### src/dio_pkg.sv
// Package for the discrete I/O channel control block
package dio_pkg;

  localparam int NCH    = 64;          // Channels on the module
  localparam int GRP_SZ = 4;           // Task group size: 4, 8 or 16 by module type
  localparam int NGRP   = NCH / GRP_SZ;
  localparam int NG8    = NCH / 8;     // Groups of 8 for reactivation and fallback
  localparam int NLED   = 32;          // Channel indicators on the panel
  localparam int CW     = 30;          // Width of the long timers
  localparam int NEV    = 5;

  localparam longint CLK_HZ   = 100_000_000;
  localparam longint REACT_S  = 10;    // Reactivation guard and auto period, s
  localparam longint FLASH_MS = 250;   // Half period of every flashing indicator, ms
  localparam longint DEB_MS   = 10;    // Pushbutton settle time, ms

  localparam int unsigned REACT_CYC_DEF = 32'(REACT_S * CLK_HZ);
  localparam int unsigned FLASH_CYC_DEF = 32'(FLASH_MS * CLK_HZ / 1000);
  localparam int unsigned DEB_CYC_DEF   = 32'((DEB_MS * CLK_HZ + 999) / 1000);

  // Register byte addresses
  localparam logic [7:0] A_CTRL   = 8'h00;
  localparam logic [7:0] A_TASK   = 8'h04;
  localparam logic [7:0] A_OUTLO  = 8'h08;
  localparam logic [7:0] A_OUTHI  = 8'h0C;
  localparam logic [7:0] A_FBVAL  = 8'h10;
  localparam logic [7:0] A_RAUTO  = 8'h14;
  localparam logic [7:0] A_RCMD   = 8'h18;
  localparam logic [7:0] A_TRIPLO = 8'h1C;
  localparam logic [7:0] A_TRIPHI = 8'h20;
  localparam logic [7:0] A_STATE  = 8'h24;
  localparam logic [7:0] A_IRQST  = 8'h28;
  localparam logic [7:0] A_IRQMSK = 8'h2C;

  // Field positions
  localparam int CTRL_MAINT = 0;
  localparam int CTRL_RSEN  = 1;
  localparam int EV_TRIP    = 0;
  localparam int EV_RSTOP   = 1;
  localparam int EV_STOP    = 2;
  localparam int EV_REACT   = 3;
  localparam int EV_TERM    = 4;
  localparam int PIN_RS     = 0;
  localparam int PIN_BTN    = 1;
  localparam int PIN_TERM   = 2;
  localparam int PIN_SUP    = 3;

  typedef struct packed {
    logic [7:0]  addr;
    logic [31:0] wdata;
    logic        wr;
    logic        rd;
  } dio_req_t;

  typedef struct packed {
    logic proc;
    logic rack;
    logic cable;
  } dio_stop_t;

  typedef struct packed {
    logic [NCH-1:0]  ovl_s1;
    logic [NCH-1:0]  ovl_s2;
    logic [NCH-1:0]  trip;
    logic [NCH-1:0]  hold;
    logic [NCH-1:0]  cmd;
    logic [NCH-1:0]  out;
    logic [3:0]      pin_s1;
    logic [3:0]      pin_s2;
    logic            rs_prev;
    logic            term_prev;
    logic            stop_prev;
    logic            btn_stb;
    logic            upper;
    logic            run;
    logic            flash;
    logic [CW-1:0]   guard;
    logic [CW-1:0]   period;
    logic [CW-1:0]   flash_cnt;
    logic [CW-1:0]   deb_cnt;
    logic [1:0]      ctrl;
    logic [NGRP-1:0] task_map;
    logic [NG8-1:0]  fb_val;
    logic [NG8-1:0]  react_auto;
    logic [NEV-1:0]  irq_st;
    logic [NEV-1:0]  irq_mask;
    logic [NLED-1:0] chan_led;
    logic [3:0]      stat_led;
    logic [31:0]     rdata;
  } dio_st_t;

  // Reset counts as already stopped, so release raises no stop event
  localparam dio_st_t ST_RST = '{stop_prev: 1'b1, default: '0};

  // Spread one bit per group of 8 over its channels
  function automatic logic [NCH-1:0] grp8_mask(input logic [NG8-1:0] g);
    logic [NCH-1:0] m;
    m = '0;
    for (int i = 0; i < NCH; i++) begin
      m[i] = g[i / 8];
    end
    return m;
  endfunction : grp8_mask

endpackage : dio_pkg

### src/dio_chan_ctrl.sv
// Channel control: trip, reactivation, fallback, run/stop and panel indicators
// Contract
// - Channels form groups of 4, 8 or 16; each group goes to master or fast task.
// - Overload on an active output trips it, flashes its LED, lights module fault LED.
// - Reactivation per group of 8; inactive or healthy channels stay unchanged.
// - Reactivation re-enables only when no terminal fault is present.
// - Programmed reactivation on command, at least 10 s between two.
// - Automatic reactivation tries every 10 s until the fault clears.
// - Run/stop input acts on its rising edge only.
// - Stop from the input beats any run request from terminal or network.
// - Fallback behaviour applies on processor, rack or inter-rack cable fault.
// - Fallback mode drives each output to its group-of-8 fallback value; the code holds tripped channels off instead.
// - Maintain mode holds each output at its state just before the stop; the code holds tripped channels off instead.
// - Panel has 32 channel indicators, one per displayed channel.
// - Channel LED on for 1, off for 0, flashing when faulty.
// - Run LED on in normal operation; error steady internal, flashing exchange fault.
// - I/O LED steady on external fault, flashing on terminal block fault.
// - Pushbutton toggles upper-half view: channels 0-31 or 32-63.
//
// The placing of the registers and the address-and-strobe port are this design's own decisions.
`timescale 1ns/10ps
module dio_chan_ctrl
  import dio_pkg::*;
#(
  parameter int unsigned REACT_CYC = REACT_CYC_DEF,
  parameter int unsigned FLASH_CYC = FLASH_CYC_DEF,
  parameter int unsigned DEB_CYC   = DEB_CYC_DEF
) (
  // Clock and reset
  input  logic            mclk,
  input  logic            srst,
  // Register port
  input  dio_req_t        req,
  output logic [31:0]     rdata,
  output logic            irq,
  // Rack side
  input  logic            run_req,
  input  dio_stop_t       stop_src,
  input  logic            int_fault,
  input  logic            exch_fault,
  output logic            plc_run,
  output logic [NCH-1:0]  chan_task,
  // Field pins
  input  logic [NCH-1:0]  ovl_pin,
  input  logic            rs_pin,
  input  logic            btn_pin,
  input  logic            term_fault_pin,
  input  logic            sup_fault_pin,
  output logic [NCH-1:0]  out_pin,
  // Panel
  output logic [NLED-1:0] chan_led,
  output logic            run_led,
  output logic            err_led,
  output logic            io_led,
  output logic            upper_led
);

  dio_st_t          q;
  dio_st_t          d;
  logic             stopped;
  logic             fault_stop;
  logic             tick;
  logic             rs_edge;
  logic             prog_go;
  logic [NG8-1:0]   prog_grp;
  logic [NCH-1:0]   rmask;
  logic [NCH-1:0]   new_trip;
  logic [NCH-1:0]   view_st;
  logic [NCH-1:0]   view_flt;
  logic [NEV-1:0]   ev;
  logic [NEV-1:0]   clr;
  logic             wr_hit;

  always_comb begin
    d        = q;
    ev       = '0;
    clr      = '0;
    tick     = 1'b0;
    prog_go  = 1'b0;
    prog_grp = '0;
    rmask    = '0;
    new_trip = '0;
    view_st  = '0;
    view_flt = '0;
    wr_hit   = 1'b0;
    d.rdata  = '0;

    // Two-stage synchronisers, first stage read only by the second
    d.ovl_s1 = ovl_pin;
    d.ovl_s2 = q.ovl_s1;
    d.pin_s1 = {sup_fault_pin, term_fault_pin, btn_pin, rs_pin};
    d.pin_s2 = q.pin_s1;

    // Common flash timebase for every flashing indicator
    if (q.flash_cnt == '0) begin
      d.flash_cnt = CW'(FLASH_CYC - 1);
      d.flash     = ~q.flash;
    end else begin
      d.flash_cnt = q.flash_cnt - 1'b1;
    end

    // Free-running automatic reactivation period
    if (q.period == '0) begin
      d.period = CW'(REACT_CYC - 1);
      tick     = 1'b1;
    end else begin
      d.period = q.period - 1'b1;
    end

    if (q.guard != '0) begin
      d.guard = q.guard - 1'b1;
    end

    // Programmed command is ignored while the guard runs
    if (req.wr && req.addr == A_RCMD) begin
      prog_grp = req.wdata[NG8-1:0] & ~q.react_auto;
      if (q.guard == '0 && prog_grp != '0 && !q.pin_s2[PIN_TERM]) begin
        prog_go = 1'b1;
        d.guard = CW'(REACT_CYC - 1);
      end
    end

    // Only tripped channels in the chosen groups are touched
    if (!q.pin_s2[PIN_TERM]) begin
      rmask = grp8_mask((prog_go ? prog_grp : '0)
                        | (tick ? q.react_auto : '0)) & q.trip;
    end
    if (rmask != '0) begin
      ev[EV_REACT] = 1'b1;
    end

    // A fresh overload wins over a reactivation in the same cycle
    new_trip = q.out & q.ovl_s2 & ~q.trip;
    d.trip   = (q.trip & ~rmask) | (q.out & q.ovl_s2);
    if (new_trip != '0) begin
      ev[EV_TRIP] = 1'b1;
    end

    // Run/stop: stop edge applied after run so it has priority
    d.rs_prev = q.pin_s2[PIN_RS];
    rs_edge   = q.ctrl[CTRL_RSEN] && q.pin_s2[PIN_RS] && !q.rs_prev;
    if (run_req) begin
      d.run = 1'b1;
    end
    if (rs_edge) begin
      d.run         = 1'b0;
      ev[EV_RSTOP]  = 1'b1;
    end

    fault_stop  = stop_src.proc | stop_src.rack | stop_src.cable;
    stopped     = !q.run || fault_stop;
    d.stop_prev = stopped;
    if (stopped && !q.stop_prev) begin
      ev[EV_STOP] = 1'b1;
    end

    // Protection keeps a tripped channel off even in fallback
    if (stopped) begin
      if (q.ctrl[CTRL_MAINT]) begin
        d.out = q.hold & ~q.trip;
      end else begin
        d.out = grp8_mask(q.fb_val) & ~q.trip;
      end
    end else begin
      d.out  = q.cmd & ~q.trip;
      d.hold = q.out;
    end

    d.term_prev = q.pin_s2[PIN_TERM];
    if (q.pin_s2[PIN_TERM] && !q.term_prev) begin
      ev[EV_TERM] = 1'b1;
    end

    // Debounce: level must hold DEB_CYC cycles before it counts
    if (q.pin_s2[PIN_BTN] != q.btn_stb) begin
      if (q.deb_cnt == CW'(DEB_CYC - 1)) begin
        d.deb_cnt = '0;
        d.btn_stb = q.pin_s2[PIN_BTN];
        if (q.pin_s2[PIN_BTN]) begin
          d.upper = ~q.upper;
        end
      end else begin
        d.deb_cnt = q.deb_cnt + 1'b1;
      end
    end else begin
      d.deb_cnt = '0;
    end

    // Channel indicators for the selected half
    view_st  = q.upper ? (q.out >> NLED) : q.out;
    view_flt = q.upper ? (q.trip >> NLED) : q.trip;
    for (int i = 0; i < NLED; i++) begin
      d.chan_led[i] = view_flt[i] ? q.flash : view_st[i];
    end

    d.stat_led[0] = q.run && !int_fault && !exch_fault;
    d.stat_led[1] = int_fault || (exch_fault && q.flash);
    // Steady external fault outranks the flashing terminal fault
    d.stat_led[2] = q.pin_s2[PIN_SUP] || (q.trip != '0)
                    || (q.pin_s2[PIN_TERM] && q.flash);
    d.stat_led[3] = q.upper;

    // Register writes
    if (req.wr) begin
      wr_hit = 1'b1;
      case (req.addr)
        A_CTRL:   d.ctrl       = req.wdata[1:0];
        A_TASK:   d.task_map   = req.wdata[NGRP-1:0];
        A_OUTLO:  d.cmd[31:0]  = req.wdata;
        A_OUTHI:  d.cmd[63:32] = req.wdata;
        A_FBVAL:  d.fb_val     = req.wdata[NG8-1:0];
        A_RAUTO:  d.react_auto = req.wdata[NG8-1:0];
        A_IRQST:  clr          = req.wdata[NEV-1:0];
        A_IRQMSK: d.irq_mask   = req.wdata[NEV-1:0];
        default:  wr_hit       = 1'b0;
      endcase
    end
    // Set beats clear
    d.irq_st = (q.irq_st & ~clr) | ev;

    // Register reads, unmapped addresses read zero
    if (req.rd) begin
      case (req.addr)
        A_CTRL:   d.rdata = {30'h0, q.ctrl};
        A_TASK:   d.rdata = 32'(q.task_map);
        A_OUTLO:  d.rdata = q.cmd[31:0];
        A_OUTHI:  d.rdata = q.cmd[63:32];
        A_FBVAL:  d.rdata = 32'(q.fb_val);
        A_RAUTO:  d.rdata = 32'(q.react_auto);
        A_TRIPLO: d.rdata = q.trip[31:0];
        A_TRIPHI: d.rdata = q.trip[63:32];
        A_STATE:  d.rdata = {27'h0, q.pin_s2[PIN_TERM], q.upper, (q.guard != '0),
                             stopped, q.run};
        A_IRQST:  d.rdata = 32'(q.irq_st);
        A_IRQMSK: d.rdata = 32'(q.irq_mask);
        default:  d.rdata = 32'h0000_0000;
      endcase
    end
  end

  always_ff @(posedge mclk) begin
    if (srst) begin
      q <= ST_RST;
    end else begin
      q <= d;
    end
  end

  // Task bit per channel from its group
  always_comb begin
    for (int i = 0; i < NCH; i++) begin
      chan_task[i] = q.task_map[i / GRP_SZ];
    end
  end

  assign rdata     = q.rdata;
  assign irq       = |(q.irq_st & q.irq_mask);
  assign plc_run   = q.run;
  assign out_pin   = q.out;
  assign chan_led  = q.chan_led;
  assign run_led   = q.stat_led[0];
  assign err_led   = q.stat_led[1];
  assign io_led    = q.stat_led[2];
  assign upper_led = q.stat_led[3];
endmodule : dio_chan_ctrl

### config.mk
export PLATFORM = sky130hd
export DESIGN_NAME = dio_chan_ctrl
export DESIGN_NICKNAME = d
export VERILOG_FILES = /design/src/dio_pkg.sv /design/src/dio_chan_ctrl.sv
export SDC_FILE = /design/constraint.sdc
export NUM_CORES = 1
export LEC_CHECK = 0
export ABC_AREA = 1
export BUFFER_PORTS_ARGS = -buffer_cell sky130_fd_sc_hd__buf_2
export CELL_PAD_IN_SITES_DETAIL_PLACEMENT = 2
export CELL_PAD_IN_SITES_GLOBAL_PLACEMENT = 2
export CORE_MARGIN = 2
export CORE_UTILIZATION = 35
export CTS_BUF_LIST = sky130_fd_sc_hd__clkbuf_2 sky130_fd_sc_hd__clkbuf_4 sky130_fd_sc_hd__clkbuf_8
export CTS_CLUSTER_SIZE = 30
export DETAILED_ROUTE_END_ITERATION = 7
export PLACE_DENSITY_LB_ADDON = 0.12
export SYNTH_ARGS = -nofsm -noshare
export SYNTH_HDL_FRONTEND = slang
export SYNTH_SLANG_ARGS = --single-unit
### constraint.sdc
create_clock -name mclk -period 2.7 [get_ports mclk]
set_input_delay 0.405 -clock mclk [delete_from_list [all_inputs] [get_ports mclk]]
set_output_delay 0.405 -clock mclk [all_outputs]
set_load 0.01 [all_outputs]
## After elaboration in Yosys (flattened, before gate mapping)

Cells that the tools add are included.

| cells by class | value |
|---|---|
| add/sub/neg operators | 4 |
| multiply operators | 0 |
| div/mod/pow operators | 0 |
| order comparisons | 0 |
| eq/ne operators | 13 |
| shifts and indexed selects | 0 |
| mux-type cells | 56 |
| bitwise operators | 23 |
| reduce and logical (&&, ||, !) cells | 46 |

Operators by type and width:

| cell | number |
|---|---|
| bitwise AND 64 bit | 7 |
| one-hot mux 32 bit (11 select lines) | 1 |
| 2-to-1 mux 64 bit | 3 |
| nonzero test 64 bit | 3 |
| NOT 64 bit | 2 |
| 2-to-1 mux 30 bit | 4 |
| logical NOT 30 bit | 3 |
| subtractor 30 x 1 -> 30 bit (second input constant) | 3 |
| 2-to-1 mux 32 bit | 2 |
| bitwise OR 64 bit | 1 |
| 2-to-1 mux 1 bit | 40 |
| equality test 8 x 5 -> 1 bit (second input constant) | 4 |
| equality test 8 x 6 -> 1 bit (second input constant) | 4 |
| adder 30 x 1 -> 30 bit (second input constant) | 1 |
| equality test 30 x 20 -> 1 bit (second input constant) | 1 |
| nonzero test 30 bit | 1 |
| 2-to-1 mux 25 bit | 1 |
| 2-to-1 mux 8 bit | 3 |
| equality test 8 x 4 -> 1 bit (second input constant) | 2 |
| AND reduction 2 bit | 8 |
| logical AND 1 bit | 11 |
| bitwise AND 5 bit | 2 |
| 2-to-1 mux 5 bit | 2 |
| bitwise AND 8 bit | 1 |
| 16 further kinds | 32 |

| storage, ports and cells | value |
|---|---|
| flip-flop bits (word level) | 631 |
| latch bits | 0 |
| memory bits (writable) | 0 |
| memory bits (read-only) | 0 |
| output and inout bits | 198 |
| memories | 0 |

## Longest topological paths before layout

| depth | value |
|---|---|
| word-level depth | 14 |
| depth in mapped cells | 17 |
| gate-level depth less buffers | 17 |

## Least setup slack after synthesis

Ideal clock, no wire load.

| timing | value |
|---|---|
| kind | register to register |
| from | reg q[172] (netlist name) |
| to | reg q[200] (netlist name) |
| data arrival time | 1.827 ns |
| required time | 2.587 ns |
| setup slack | 0.760 ns |
| stages on the path, launching flop included | 14 |
| buffers on the path | 0 |
| clock period less this slack | 1.940 ns |
| cells stage by stage | dfxtp_1 -> inv_1 -> ha_1 -> nand3_1 -> nor2_2 -> inv_2 -> nor3_2 -> nand4_1 -> nor2_1 -> nand2_1 -> clkinv_1 -> a31oi_1 -> o21ai_1 -> inv_1 |

| between the ends | value |
|---|---|
| word-level cells in the longest chain between the ends | 2 |
| elaborated cells on any way between the ends | 3 |

Ends and longest elaborated chain:

| what | line | text |
|---|---|---|
| start, declared | dio_chan_ctrl.sv:58 | `dio_st_t q;` |
| start signal, assigned | dio_chan_ctrl.sv:243 | `q <= ST_RST;` |
| start signal, assigned | dio_chan_ctrl.sv:245 | `q <= d;` |
| subtractor 30 x 1 -> 30 bit or logical NOT 30 bit (tied branches) | dio_chan_ctrl.sv:107, dio_chan_ctrl.sv:103 |  |
| 2-to-1 mux 30 bit * | dio_chan_ctrl.sv:103 | `if (q.period == '0) begin` |

Mark *: on every way between the ends. The rest lies on a longest branch, timed or not.
A chain may end at the register's enable or synchronous reset.

## Final worst setup path

| timing | value |
|---|---|
| from | reg q[84] (netlist name) |
| to | reg q[76] (netlist name) |

| between the ends | value |
|---|---|
| word-level cells in the longest chain between the ends | 14 |
| elaborated cells on any way between the ends | 16 |

Ends and longest elaborated chain:

| what | line | text |
|---|---|---|
| NOT 8 bit | dio_chan_ctrl.sv:116 | `prog_grp = req.wdata[NG8-1:0] & ~q.react_auto;` |
| bitwise AND 8 bit | dio_chan_ctrl.sv:116 |  |
| nonzero test 8 bit | dio_chan_ctrl.sv:117 | `if (q.guard == '0 && prog_grp != '0 && !q.pin_s2[PIN_TERM]) begin` |
| logical AND 1 bit (2 in series) | dio_chan_ctrl.sv:117 |  |
| 2-to-1 mux 1 bit | dio_chan_ctrl.sv:117 |  |
| 2-to-1 mux 1 bit | dio_chan_ctrl.sv:115 | `if (req.wr && req.addr == A_RCMD) begin` |
| 2-to-1 mux 8 bit | dio_chan_ctrl.sv:125 | `rmask = grp8_mask((prog_go ? prog_grp : '0)` |
| bitwise OR 8 bit * | dio_chan_ctrl.sv:126 | `\| (tick ? q.react_auto : '0)) & q.trip;` |
| bitwise AND 64 bit * | dio_chan_ctrl.sv:126 |  |
| 2-to-1 mux 64 bit * | dio_chan_ctrl.sv:124 | `if (!q.pin_s2[PIN_TERM]) begin` |
| nonzero test 64 bit * | dio_chan_ctrl.sv:128 | `if (rmask != '0) begin` |
| 2-to-1 mux 1 bit * | dio_chan_ctrl.sv:128 |  |
| bitwise OR 5 bit * | dio_chan_ctrl.sv:219 | `d.irq_st = (q.irq_st & ~clr) \| ev;` |

Marked as above.

==> metrics.csv <==
stage;metric;value;unit
outcome;status;finished, final reports clean;
timing;Tmin final;2.56;ns
yosys;Synth Cell Area;27300;um2
power_and_ir_drop;LEAKAGE;13.6;nW
grt;met3 Usage GRT;5.17;%
clock_network;CTS tree;built;
floorplan;initial cell density of the core;35.3;%
timing;Slew Limit Fails;0;
yosys;Seq/Total Area, Yosys;46.3;%
grt;grt peak-use layer;met2;
grt;antenna violations before repair;6;
setup_path;Critical Path AT;3.16;ns
timing;Max Fclk;391;MHz
yosys;synth warn;0;
setup_path;WS Path Type;reg2reg;
finish;share of cells above drive strength 1;18.6;%
hold_path;WHS Path Cells;3;
yosys;synthesized instance count;3621;
setup_path;CP max FO;9;
floorplan;# IOs;316;
power_and_ir_drop;P per Cell Area;789;nW/um2
yosys;most common cell in the netlist;nand2_1;
yosys;EDFF count, synth;0;
timing;crit share post-route;94.7;%
yosys;cell taking the most area after synthesis;dfxtp_1;
grt;global-route usage over all layers;28.6;%
power_and_ir_drop;maximum VDD drop;0.381;mV
timing;Final Setup Violations;0;
grt;largest net degree at the start of global routing;172;
setup_path;CP required;3.30;ns
grt;met2 GRT Util;48.6;%
grt;vias in the first global route;28900;
floorplan;DIE WIDTH;283;um
yosys;dominant synthesized flop cell;dfxtp_1;
finish;nets@finish;4018;
timing;clock skew;0.0359;ns
clock_network;H-tree depth;3;
yosys;main area contributors after synthesis;dfxtp_1, nand2_1, inv_1;
setup_path;crit path launch type;register;
detailed_routing;vias per cell;5.30;
timing;Slew HR;36.1;%
detailed_routing;final wirelength;117000;um
timing;worst-margin pin slew;0.958;ns
timing;RSZ-0062 raised after global routing;false;
power_and_ir_drop;Int Power;17.1;mW
power_and_ir_drop;switch share;33.2;%
clock_network;Longest Clk Path Bufs;3;
power_and_ir_drop;Comb power frac;20.7;%
floorplan;core area;77300;um2
clock_network;Num CTS Buffers;113;
setup_path;Register-to-Register Path Depth;17;
grt;Overflow after GRT;0;
clock_network;clock sink count;631;
power_and_ir_drop;Clock power frac;38.5;%
clock_network;Worst-Skew Late Latency;0.75;ns
place;RD Place Congestion;0.875;
detailed_routing;Remaining DRCs;0;
clock_network;clock-pin slew on the worst setup and hold paths;0.06;ns
power_and_ir_drop;Sequential Power Share;40.8;%
timing;WHS;0.0446;ns
yosys;most frequent cells after synthesis;nand2_1, dfxtp_1, inv_1, nor2_1, a21oi_1;
yosys;top cell type's share of synthesized area;46.3;%
yosys;async set or reset register ratio after synthesis;0;%
floorplan;row cnt;102;
setup_path;CP Capture Type;register;
grt;met1 GRT Util;36.0;%
timing;final hold violations;0;
yosys;Cell variety after synth;59;
detailed_routing;initial drt markers;1545;
clock_network;Clock Tree Root;clkbuf_8;
detailed_routing;Wirelength per Cell;23.3;um
place;DP HPWL;84300;um
detailed_routing;total iterations of the first detailed-routing run;5;
detailed_routing;antenna viol nets, final;0;
timing;Fin Setup TNS;0;ns
floorplan;die area;80300;um2
floorplan;Chip Height;283;um
yosys;synthesis-stage register bit count;631;
yosys;Syn Nets;3746;
yosys;syn avg cell area;7.54;um2
finish;area grow syn2layout;18.8;%
place;Port Buffer Count;315;
power_and_ir_drop;net switching power;8.50;mW
grt;global-route wire length before repair;178000;um
detailed_routing;vias;26700;
run;number of max-cap violations;0;
hold_path;worst min-delay path class;in2reg;
## power by group through the flow
stage / registers (mW) / logic (mW) / clock network, mW
after floorplan: 10.5 / 3.64 / 0
after global placement: 10.6 / 4.84 / 0
after detailed placement: 10.6 / 5.12 / 0
after CTS: 10.4 / 5.28 / 10.0
after global routing: 10.5 / 5.95 / 10.5
final: 10.4 / 5.31 / 9.85
## sequential cells by signal, indices dropped and copies added (netlist names)
name       flops
q            411
d             71
out_pin       64
chan_led      32
rdata         32
chan_task     16
err_led        1
io_led         1
plc_run        1
run_led        1
upper_led      1
## stage by stage
stage / power, mW / cell area, um2 / worst slack, ns / util (%) / instances
2_1_floorplan: 14.1 / 27300 / 0.760 / - / 3621
3_3_place_gp: 15.4 / 29000 / 0.153 / 37.5 / 4726
3_5_place_dp: 15.8 / 29000 / 0.131 / 37.5 / 4726
4_1_cts: 25.7 / 32400 / 0.176 / 41.9 / 5027
5_1_grt: 26.9 / 32400 / 0.0250 / 41.9 / 5030
6_report: 25.6 / 32400 / 0.142 / 41.9 / 5031
## worst max-delay path, cell delays in order (launching register included)
cell and delay (ns):
dfxtp_1 0.47, inv_1 0.17, nand2_1 0.21, nand2_1 0.09, nor2_1 0.11, nand2_1 0.08, nand2_2 0.16, inv_4 0.13
nand3_2 0.09, nand2_2 0.10, o21ai_1 0.12, nand3_1 0.10, nor2_1 0.11, nand2_1 0.07, nor2_1 0.14, nand2_1 0.08
nor2_1 0.11, nor2_1 0.05
## placed cells by master (no fill, tap or decap), types with 86 or more instances in the layout
cell type / n
o21ai_0: 197
dfxtp_1: 630
inv_1: 444
clkbuf_8: 151
a21oi_1: 323
buf_2: 314
nor2_1: 403
buf_4: 86
dlygate4sd3_1: 91
nand2_1: 646
## logic make-up (layout without fill, tap and decap cells)
group | Yosys count | in the layout | share of synthesized area [%]
xor gates and xnor gates | 26 | 26 | 0.834
buffers and inverters | 812 | 1179 | 14.0
AOI/OAI and AO/OA | 810 | 810 | 17.2
and+or+nand+nor | 1335 | 1335 | 21.4
adders and majority gates | 7 | 7 | 0.321
DFF | 631 | 631 | 46.3
other | 0 | 3 | 0
## routing by layer
layer	wire (um)	share of wire, %
met4	4220	3.6
met2	56200	48
met1	50600	43
met5	0	0
met3	6410	5.5
## timing repair
| item | CTS | global route |
|---|---|---|
| resized for setup | 0 | 6 |
| hold buffers | 91 | 0 |
| endpoints found under the hold margin | 117 | 0 |
| buffers inserted | 0 | 1 |
| endpoints found under the setup margin | 0 | 6 |
## cell type report
cell class,instances,area [um2]
fill,9011,44900
sequential,631,12600
multi-input combinational,2178,10900
timing repair buffer,501,3320
clock buffer,187,2350
inverter,468,1770
tap,1040,1300
clock inverter,23,159
antenna,3,7.51
## path summary, 6_finish.rpt
path	start	end	slack [ns]
worst max-delay path	q[84]$_SDFFE_PP0P_	q[76]$_SDFF_PP0_	0.14
worst min-delay path	req[13]	q[322]$_SDFFE_PP0P_	0.04
worst max register to register	q[84]$_SDFFE_PP0P_	q[76]$_SDFF_PP0_	0.14
worst min register to register	d[505]$_SDFF_PP0_	q[505]$_SDFF_PP0_	0.40
Note: power is estimated with default switching activity, not from simulation.
